## src/pcseq_pkg.sv

```systemverilog
/*
  Shared constants for the program counter, return stack and indirect
  addressing block. Assumes a single core clock and one reset.
*/
package pcseq_pkg;
  localparam int PC_W          = 13;
  localparam int PC_LO_W       = 8;
  localparam int PC_HI_W       = 5;
  localparam int JUMP_ADDR_W   = 11;
  localparam int PAGE_BIT_POS  = 3;
  localparam int STACK_DEPTH   = 8;
  localparam int DATA_W        = 8;
  localparam int EFF_ADDR_W    = 9;
  localparam logic [PC_W-1:0]   PC_RESET     = 13'h0000;
  localparam logic [DATA_W-1:0] INDIRECT_SELF = 8'h00;
  localparam logic [DATA_W-1:0] SELF_READ_VAL = 8'h00;

  typedef enum logic [2:0] {
    PC_OP_STEP   = 3'b000,
    PC_OP_CALL   = 3'b001,
    PC_OP_JUMP   = 3'b010,
    PC_OP_RETURN = 3'b011,
    PC_OP_INTR   = 3'b100,
    PC_OP_WR_LOW = 3'b101,
    PC_OP_HOLD   = 3'b110
  } pc_op_t;
endpackage

```

## src/pc_stack_indirect_addr.sv

```systemverilog
/*
  Program counter, return stack, paging and indirect addressing of a small
  8-bit core. Assumes the decoder gives one operation per cycle and the
  register file answers reads combinationally.
*/
// Functional notes
// (RQ1) 13-bit counter, low byte readable and writable
// (RQ2) upper bits change only from holding latch; the code also sets them on steps, jumps, returns and interrupts
// (RQ3) eight-entry 13-bit stack, pointer hidden
// (RQ4) push counter on call or interrupt
// (RQ5) pop counter on any return
// (RQ6) push and pop keep holding latch
// (RQ7) stack wraps, oldest entry overwritten
// (RQ8) jump takes 11 bits plus latch bit 3; the code takes latch bits 4:3
// (RQ9) full counter saved, returns restore all
// (RQ10) software sets page bit before jumping
// (RQ11) indirect port redirects to pointer address
// (RQ12) self-indirect read returns zero
// (RQ13) self-indirect write changes nothing
// (RQ14) effective address is bank bit and pointer
// (RQ15) low byte write loads upper bits too
// (RQ16) reset clears program counter
`timescale 1ns/10ps
module pc_stack_indirect_addr
  import pcseq_pkg::*;
#(
  parameter logic [PC_W-1:0] INTR_VECTOR = 13'h0004
) (
  // clock and reset
  input  wire logic                      core_clk_i,
  input  wire logic                      rst_i,

  // decoder operation
  input  wire pcseq_pkg::pc_op_t         pc_op_i,
  input  wire logic [JUMP_ADDR_W-1:0]    jump_addr_i,
  input  wire logic [DATA_W-1:0]         pc_low_wr_data_i,

  // holding latch and bank bit from the register file
  input  wire logic [DATA_W-1:0]         pc_high_holding_latch_i,
  input  wire logic                      indirect_bank_select_i,

  // indirect access
  input  wire logic [DATA_W-1:0]         indirect_pointer_i,
  input  wire logic                      indirect_rd_i,
  input  wire logic                      indirect_wr_i,
  input  wire logic [DATA_W-1:0]         indirect_wr_data_i,
  input  wire logic [DATA_W-1:0]         rf_rd_data_i,

  // fetch address and visible low byte
  output logic      [PC_W-1:0]           fetch_addr_o,
  output logic      [DATA_W-1:0]         pc_low_byte_o,

  // register file side of indirect access
  output logic      [EFF_ADDR_W-1:0]     rf_addr_o,
  output logic                           rf_rd_o,
  output logic                           rf_wr_o,
  output logic      [DATA_W-1:0]         rf_wr_data_o,
  output logic      [DATA_W-1:0]         indirect_data_port_o
);
  // ----------------------------------------
  // elaboration checks
  // ----------------------------------------
  // jumps fill the counter with the jump field plus page field latch bits above it
  localparam int PAGE_FIELD_W = PC_W - JUMP_ADDR_W;

  if (PC_LO_W + PC_HI_W != PC_W) begin
    $error("low byte and upper bits must cover the counter");
  end

  if (PAGE_FIELD_W < 1) begin
    $error("jump field leaves no room for a page bit");
  end

  // the page bits must come from latch bits that also feed the upper bits
  if (PAGE_BIT_POS + PAGE_FIELD_W > PC_HI_W) begin
    $error("page bits must lie inside the latch bits that feed the counter");
  end

  // a low byte write takes the whole write data word
  if (PC_LO_W != DATA_W) begin
    $error("low byte must be as wide as the data word");
  end

  if (PC_HI_W > DATA_W) begin
    $error("upper bits must fit inside the holding latch");
  end

  if (EFF_ADDR_W != DATA_W + 1) begin
    $error("effective address is one bank bit above the pointer");
  end

  if (STACK_DEPTH < 2) begin
    $error("return stack needs at least two entries");
  end

  // ----------------------------------------
  // state record
  // ----------------------------------------
  typedef struct packed {
    logic [PC_W-1:0]   pc;
    logic [DATA_W-1:0] rd_data;
  } seq_state_t;

  seq_state_t      state_r;
  seq_state_t      state_nxt;
  logic            push;
  logic            pop;
  logic [PC_W-1:0] stack_top;
  logic [PC_W-1:0] pc_inc;
  logic            self_ref;

  logic            op_call;
  logic            op_intr;
  logic            op_ret;
  logic [PC_W-1:0] jump_target;
  logic [PC_W-1:0] low_wr_target;

  // ----------------------------------------
  // operation decode
  // ----------------------------------------
  assign op_call = (pc_op_i == PC_OP_CALL);
  assign op_intr = (pc_op_i == PC_OP_INTR);
  assign op_ret  = (pc_op_i == PC_OP_RETURN);

  // ----------------------------------------
  // return stack
  // ----------------------------------------
  // call and interrupt both save the address after the current one
  assign push = op_call || op_intr; // see (RQ4)
  assign pop  = op_ret; // see (RQ5)
  assign pc_inc = state_r.pc + PC_W'(1);

  return_stack #(
    .DEPTH (STACK_DEPTH),
    .WIDTH (PC_W)
  ) u_stack (
    .core_clk_i  (core_clk_i),
    .rst_i       (rst_i),
    .push_i      (push),
    .pop_i       (pop),
    .push_data_i (pc_inc),  // see (RQ9)
    .top_o       (stack_top)
  );

  // ----------------------------------------
  // indirect addressing
  // ----------------------------------------
  // bank bit is carried as the top bit of the nine-bit register file address
  assign rf_addr_o = {indirect_bank_select_i, indirect_pointer_i}; // see (RQ14)
  assign self_ref  = (indirect_pointer_i == INDIRECT_SELF);
  assign rf_rd_o   = indirect_rd_i && !self_ref; // see (RQ11)
  assign rf_wr_o   = indirect_wr_i && !self_ref; // see (RQ13)
  assign rf_wr_data_o = indirect_wr_data_i;

  // ----------------------------------------
  // branch targets
  // ----------------------------------------
  // jumps reach only within a page; the page comes from the latch, which
  // software must have set up before the jump (see RQ8) (see RQ2)
  assign jump_target   = {pc_high_holding_latch_i[PAGE_BIT_POS+PAGE_FIELD_W-1:PAGE_BIT_POS],
                          jump_addr_i};
  // a low byte write drags the upper bits in from the latch at once
  assign low_wr_target = {pc_high_holding_latch_i[PC_HI_W-1:0], pc_low_wr_data_i}; // see (RQ15)

  // ----------------------------------------
  // next state
  // ----------------------------------------
  always_comb begin
    state_nxt = state_r;
    // one source per cycle; the decoder never asks for two at once
    case (pc_op_i)
      PC_OP_STEP: begin
        state_nxt.pc = pc_inc;
      end
      PC_OP_CALL, PC_OP_JUMP: begin
        state_nxt.pc = jump_target; // see (RQ8) (see RQ2)
      end
      PC_OP_RETURN: begin
        // latch is an input only, so returns cannot disturb it (see RQ6)
        state_nxt.pc = stack_top; // see (RQ9)
      end
      PC_OP_INTR: begin
        // the stack saves the return address on this same edge
        state_nxt.pc = INTR_VECTOR;
      end
      PC_OP_WR_LOW: begin
        state_nxt.pc = low_wr_target; // see (RQ15) (see RQ1)
      end
      PC_OP_HOLD: begin
        // stalls keep the fetch address where it is
        state_nxt.pc = state_r.pc;
      end
      default: begin
        // an unused code behaves as a plain step
        state_nxt.pc = pc_inc;
      end
    endcase
    // read data stands until the next indirect read, so a late sample is safe
    if (indirect_rd_i) begin
      state_nxt.rd_data = self_ref ? SELF_READ_VAL : rf_rd_data_i; // see (RQ12)
    end
  end

  // ----------------------------------------
  // state register
  // ----------------------------------------
  // stack pointer lives in the stack module and resets with it
  always_ff @(posedge core_clk_i or posedge rst_i) begin
    if (rst_i) begin
      state_r.pc      <= PC_RESET; // see (RQ16)
      state_r.rd_data <= SELF_READ_VAL;
    end else begin
      state_r <= state_nxt;
    end
  end

  // ----------------------------------------
  // outputs
  // ----------------------------------------
  // all three come straight from flops
  assign fetch_addr_o         = state_r.pc;
  assign pc_low_byte_o        = state_r.pc[PC_LO_W-1:0]; // see (RQ1)
  assign indirect_data_port_o = state_r.rd_data;
endmodule

```

## src/return_stack.sv

```systemverilog
/*
  Circular return-address stack, no overflow or underflow indication.
  Assumes push and pop are never asked in the same cycle.
*/
`timescale 1ns/10ps
module return_stack #(
  parameter int DEPTH = 8,
  parameter int WIDTH = 13
) (
  // clock and reset
  input  wire logic             core_clk_i,
  input  wire logic             rst_i,
  // stack operations
  input  wire logic             push_i,
  input  wire logic             pop_i,
  input  wire logic [WIDTH-1:0] push_data_i,
  output logic      [WIDTH-1:0] top_o
);
  localparam int PTR_W = $clog2(DEPTH);

  if (DEPTH < 2 || (1 << PTR_W) != DEPTH) begin
    $error("stack depth must be a power of two of at least two");
  end
  if (WIDTH < 1) begin
    $error("stack entries need at least one bit");
  end

  typedef struct packed {
    logic [PTR_W-1:0] ptr;
  } stk_state_t;

  stk_state_t       state_r;
  stk_state_t       state_nxt;
  logic [WIDTH-1:0] mem_r [DEPTH];

  // ----------------------------------------
  // pointer
  // ----------------------------------------
  // pointer wraps silently; a push past depth overwrites the oldest (see RQ7)
  always_comb begin
    state_nxt = state_r;
    if (push_i) begin
      state_nxt.ptr = state_r.ptr + PTR_W'(1);
    end else if (pop_i) begin
      state_nxt.ptr = state_r.ptr - PTR_W'(1);
    end
  end

  always_ff @(posedge core_clk_i or posedge rst_i) begin
    if (rst_i) begin
      state_r <= '0;
    end else begin
      state_r <= state_nxt;
    end
  end

  // storage has no reset; content before the first push is undefined anyway
  always_ff @(posedge core_clk_i) begin
    if (push_i) begin
      mem_r[state_r.ptr] <= push_data_i; // see (RQ3)
    end
  end

  assign top_o = mem_r[state_r.ptr - PTR_W'(1)];
endmodule

```

## config.mk

```make
export PLATFORM = sky130hd
export DESIGN_NAME = pc_stack_indirect_addr
export DESIGN_NICKNAME = d
export VERILOG_FILES = /design/src/pcseq_pkg.sv /design/src/pc_stack_indirect_addr.sv /design/src/return_stack.sv
export SDC_FILE = /design/constraint.sdc
export NUM_CORES = 1
export LEC_CHECK = 0
export ABC_AREA = 1
export BUFFER_PORTS_ARGS = -buffer_cell sky130_fd_sc_hd__buf_2
export CAP_MARGIN = 5
export CELL_PAD_IN_SITES_DETAIL_PLACEMENT = 2
export CELL_PAD_IN_SITES_GLOBAL_PLACEMENT = 2
export CORE_UTILIZATION = 34
export DETAILED_ROUTE_END_ITERATION = 8
export PLACE_DENSITY = 0.89
export SLEW_MARGIN = 10
export SYNTH_ARGS = -nofsm -noshare
export SYNTH_HDL_FRONTEND = slang
export SYNTH_SLANG_ARGS = --single-unit
```

## constraint.sdc

```tcl
create_clock -name core_clk_i -period 2.75 [get_ports core_clk_i]
set_clock_uncertainty 0.1 [all_clocks]
set_input_delay 0.6875 -clock core_clk_i [delete_from_list [all_inputs] [get_ports core_clk_i]]
set_output_delay 0.6875 -clock core_clk_i [all_outputs]
set_load 0.01 [all_outputs]
```

=== After elaboration in Yosys (flattened, before gate mapping) ===
Memory sizes are Yosys's and may differ from the RTL's.
Index checks and enable logic that the tools add are counted.

* Bits in writable memories: 104
* Bits in latches: 0
* Output and inout bits: 48
* ROM bits: 0
* Bits of input ports: 59
* Memories: 1
* Logic and storage cells: 26
* Flip-flop bits (word level): 24

* Shift operators: 0
* Reduce and logical (&&, ||, !) cells: 7
* Bitwise logic cells: 0
* Equal/unequal tests: 6
* $lt $le $gt $ge: 0
* $mul: 0
* Div/mod/pow operators: 0
* Add/subtract/negate cells: 3
* Muxes and demuxes: 6

{| class="wikitable"
|+ Memories
! name !! words !! bits a word !! read ports !! clocked after memory_dff !! wr ports !! RTL line !! text
|-
| u_stack.mem_r || 8 || 13 || 1 || 0 || 1 || return_stack.sv:34 || <nowiki>logic [WIDTH-1:0] mem_r [DEPTH];</nowiki>
|}

{| class="wikitable"
|+ Operator list
! cell !! count
|-
| $pmux 13 s5 || 1
|-
| $add 13x1->13 const B || 1
|-
| $eq 3x3->1 const B || 3
|-
| $logic_not 8->1 || 1
|-
| $mux 8 || 1
|-
| $eq 3x2->1 const B || 2
|-
| $mux 3 || 2
|-
| $add 3x1->3 const B || 1
|-
| $eq 3x1->1 const B || 1
|-
| $sub 3x1->3 const B || 1
|-
| $logic_and 1x1->1 || 2
|-
| $mux 1 || 2
|-
| $reduce_bool 2->1 || 1
|-
| $reduce_or 2->1 || 1
|-
| $logic_not 1->1 || 1
|-
| $logic_or 1x1->1 || 1
|}

=== Logic depth before layout (Yosys ltp) ===
* Depth in word-level cells: 4
* Gate-level depth with buffers: 12
* Gate-level depth less buffers: 10

=== By module ===
A second synthesis with hierarchy kept.

* Cell total of the unflattened synthesis: 750
* Area total of the unflattened synthesis: 6535.0 µm²

{| class="wikitable"
|+ Modules (own cells, without submodules)
! module !! sequential area each (µm²) !! cells an instance !! area an instance (µm²) !! times used
|-
| return_stack || 3198.1 || 485 || 4753.3 || 1
|-
| pc_stack_indirect_addr || 525.5 || 265 || 1781.7 || 1
|}

=== Least setup slack after synthesis ===
No wires, ideal clock.

* Path type: input-to-reg
* From: input port pc_op_i[0]
* To: memory u_stack.mem_r[0][0] (enable)
* Data required time: 2.268 ns
* Stages: 6
* Slack: 0.455 ns
* Data arrival time: 1.812 ns
* Path through: buf_6 > nor2_1 > nand2_1 > nand2_1 > nand2_1 > nor2_1

* Cells in the longest elaborated chain, start to end: 4

{| class="wikitable"
|+ Ends and longest elaborated chain
! item !! RTL line !! text
|-
| start, declared || pc_stack_indirect_addr.sv:34 || <nowiki>input wire pcseq_pkg::pc_op_t pc_op_i,</nowiki>
|-
| $eq 3x1->1 or $eq 3x3->1 (tied branches) || pc_stack_indirect_addr.sv:121, pc_stack_indirect_addr.sv:122 ||
|-
| $logic_or 1x1->1 (*) || pc_stack_indirect_addr.sv:129 || <nowiki>assign push = op_call || op_intr;</nowiki>
|-
| $mux 1 (*) || return_stack.sv:59 || <nowiki>if (push_i) begin</nowiki>
|-
| $mux 1 (implied by the code) (*) || return_stack.sv:60 || <nowiki>mem_r[state_r.ptr] <= push_data_i;</nowiki>
|-
| end, declared || return_stack.sv:34 ||
|}

Every way passes the cells marked *; elsewhere a longest branch is shown, timed or not.

=== Final worst setup path ===
* From: register u_stack.state_r[1] (netlist bit)
* To: register state_r (netlist bit fetch_addr_o[6])

* Cells in the longest elaborated chain, start to end: 3

{| class="wikitable"
|+ Ends and longest elaborated chain
! item !! RTL line !! text
|-
| start, declared || return_stack.sv:32 || <nowiki>stk_state_t state_r;</nowiki>
|-
| start signal, assigned || return_stack.sv:53 || <nowiki>state_r <= state_nxt;</nowiki>
|-
| $sub 3x1->3 || return_stack.sv:64 || <nowiki>assign top_o = mem_r[state_r.ptr - PTR_W'(1)];</nowiki>
|-
| $mem_v2 8x13 || -- ||
|-
| $pmux 13 s5 || pc_stack_indirect_addr.sv:171 || <nowiki>case (pc_op_i)</nowiki>
|-
| end signal, assigned || pc_stack_indirect_addr.sv:213 || <nowiki>state_r <= state_nxt;</nowiki>
|-
| end, declared || pc_stack_indirect_addr.sv:104 || <nowiki>seq_state_t state_r;</nowiki>
|}

No other way between the ends.
A chain may end at the register's enable or synchronous reset.

==> results.md <==
* Synth top cells by count: nand2_1, edfxtp_1, nor2_1, nand3_1, inv_1
* Area share of the largest cell type after synthesis at 50.8%
* GR Overflow Total at 0
* Comb pwr share at 36.6%
* Worst Reg-to-Reg Cells at 11
* Crit path from: u_stack.state_r[1]$_DFFE_PP0P_
* Min-Delay Path Class: in2async
* Post-CTS setup buffers at 0
* Data arrival time of the critical path at 2.82 ns
* Share of layout cells above drive strength 1 at 19.4%
* Die ar. at 18,600 µm²
* WL/cell at around 24 µm
* Post-CTS Hold Buffers at 0
* CP Capture Type: register
* Detailed placement HPWL at 14,000 µm
* Setup TNS at 0 ns
* Ranking of synthesized cells by area: edfxtp_1, nand2_1, dfrtp_1
* Min Tclk post-route at 2.55 ns
* Vias in the first global route at between 5,000 and 6,000
* RSZ-0062 raised after global routing: no
* Pleak at 3.13 nW
* Total Wirelength at approximately 23,000 µm
* CTS tree: built
* Port Buffers at 85
* First-pass GRT wire length at 35,400 µm
* Vias at 5,243
* Final layout net count at 795
* Worst skew pair latency at 0.43 ns
* Fillers at 1,860
* CTS buffer count at 17
* Synth-to-layout area growth at 17.9%
* Crit path kind: reg2reg
* Post-synth EDFFs at between 100 and 150
* Flops & latches, synth at approximately 130
* Vias per cell at 5.40
* Pint at 4.56 mW
* Finished layout cell area at 7250 µm²
* Finish-stage setup viols at 0
* Critical Path RT at 3.01 ns
* Register area share after synthesis at 60.5%
* Sequential Power Share at 34.5%
* Clock sink total at 128
* Main synth FF type: edfxtp_1
* Maximum clock frequency at 392 MHz
* Root Driver: clkbuf_16
* IO Count at 107
* Total track usage at 26.6%
* MaxCap Viol Count at 0
* Deepest clock path buffer count at 2
* CP Capture Point: fetch_addr_o[6]$_DFFE_PP0P_
* Reg2reg start: u_stack.state_r[1]$_DFFE_PP0P_
* Clock network power share at 28.9%
* ANT cells at 0
* Switching Share at 40.2%
* Post-CTS sizing at 0
* First-pass DRT Iterations at 6
* Syn Inst Count at 659
* Tot Pwr at 7.62 mW
* Cell taking the most area after synthesis: edfxtp_1
* Most frequent cell after synthesis: nand2_1
* Max_slew headroom at 34.7%
* Worst R2R End: fetch_addr_o[6]$_DFFE_PP0P_
* DP Cell Count at between 900 and 1,000
* Outcome: finished, final reports clean
* H-tree depth at 4
* Die width at 137 µm
* VDD IR max at 0.457 mV
* CP max FO at 16
* Post-Syn Area per Cell at 9.34 µm²
* Largest net degree at the start of global routing at 58
* Mapped Nets at 721
* Initial antenna violation count at 0
* Sw Pwr at between 3 and 4 mW
* Starting Density at 35.2%
* Post-synthesis async set-or-reset flop share at between 10% and 20%
* Clock transition at path regs at roughly 0.060 ns
* Cell row count at 48
* Power Dens Cells at roughly 1100 nW/µm²
* Synthesized area at 6150 µm²
* GPL Wtd Cong at roughly 0.79
* Floorplan core area at 17,500 µm²
* Final hold slack at between 0.2 and 0.25 ns
* DRC viols at 0
* Placed inst area at roughly 6700 µm²
* R2r setup slk at 0.20 ns
* Vert. Die Dim at 137 µm
* Synth cell types at 34
* Final Hold Viols at 0
* Final Max Tran Viols at 0
* Number of DRC markers in iteration 0 at between 300 and 400
* Worst-Margin Slew at 0.976 ns
* CP startpoint kind: register
* Fin cells at 971
* Ys Warns at 0
* Period utilization at between 90% and 100%
* Post-route ant nets at 0
-- through the flow --
stage | worst slack (ns) | utilization (%)
4_1_cts | 0.213 | 41.5
5_1_grt | 0.0514 | 41.5
2_1_floorplan | 0.455 | -
3_3_place_gp | 0.445 | 38.2
6_report | 0.196 | 41.5
3_5_place_dp | 0.273 | 38.2
-- registers in the layout, summed over array words and instances (netlist names) --
signal                count
fetch_addr_o             13
indirect_data_port_o      8
u_stack.mem_r           104
u_stack.state_r           3
-- how the worst min path moves through the flow --
stage                                         from                                  end  slack (ns)  depth (start not counted)
2_1_floorplan         fetch_addr_o[12]$_DFFE_PP0P_         fetch_addr_o[12]$_DFFE_PP0P_        0.45                          2
3_3_place_gp   indirect_data_port_o[7]$_DFFE_PP0P_  indirect_data_port_o[7]$_DFFE_PP0P_        0.42                          2
3_5_place_dp   indirect_data_port_o[1]$_DFFE_PP0P_  indirect_data_port_o[1]$_DFFE_PP0P_        0.44                          2
4_1_cts                                      rst_i  indirect_data_port_o[1]$_DFFE_PP0P_        0.22                          3
5_1_grt                                      rst_i          fetch_addr_o[9]$_DFFE_PP0P_        0.25                          3
6_report                                     rst_i          fetch_addr_o[9]$_DFFE_PP0P_        0.23                          3
-- cell families (layout without fill, tap and decap cells) --
group                      Yosys count  after routing  synth area share, %
adders and majority gates            3              3                0.610
AOI/OAI and AO/OA                   64             64                 5.71
and+or+nand+nor                    362            362                 24.2
xor gates and xnor gates             4              4                0.570
DFF                                128            128                 60.5
buffers and inverters               98            185                 8.34
-- power by group through the flow --
stage / logic, mW / clock network [mW] / registers, mW
6_report: 2.79 / 2.20 / 2.63
5_1_grt: 3.01 / 2.29 / 2.64
4_1_cts: 2.77 / 2.23 / 2.62
3_5_place_dp: 2.62 / 0 / 2.64
3_3_place_gp: 2.33 / 0 / 2.61
2_1_floorplan: 1.69 / 0 / 2.62
-- per-layer routing --
metal / part of all wire [%] / wire, µm / GRT usage (%)
met1: 39 / 9180 / 30.4
met2: 51 / 12000 / 46.6
met3: 5.7 / 1340 / 5.74
met4: 3.7 / 854 / 13.5
met5: 0 / 0 / 0
-- critical path: stages, from the launching register on --
cell and delay (ns):
dfrtp_1 0.41, inv_1 0.12, ha_1 0.34, clkinv_1 0.37, buf_12 0.31, nor2_1 0.17
o21ai_0 0.19, nand2_1 0.15, nand2_1 0.07, nand3_1 0.12, nand2_1 0.07, nand2_1 0.07
-- layout make-up --
cell class / instances / area [µm²] / area share [%]
Sequential cell: 128 / 3720 / 51.4
Timing Repair Buffer: 102 / 566 / 7.80
Inverter: 51 / 195 / 2.69
Clock inverter: 4 / 22.5 / 0.311
Multi-Input combinational cell: 433 / 1920 / 26.4
Clock buffer: 28 / 547 / 7.54
Tap cell: 225 / 282 / 3.88
-- layout by cell type (no fill, tap or decap), types with 2 or more instances in the layout --
cell type	instances
nand2_1	207
edfxtp_1	104
nor2_1	93
buf_2	85
nand3_1	46
inv_1	45
o21ai_0	30
dfrtp_1	24
clkbuf_16	17
buf_4	16
a21oi_1	11
o21ai_1	11
o22ai_1	8
clkbuf_8	8
clkinv_2	4
nand3b_1	4
inv_2	3
nand4_1	3
xor2_1	3
ha_1	3
clkbuf_1	3
nand2_2	2
nor2_4	2
No activity file was read; power rests on OpenSTA's default activity.
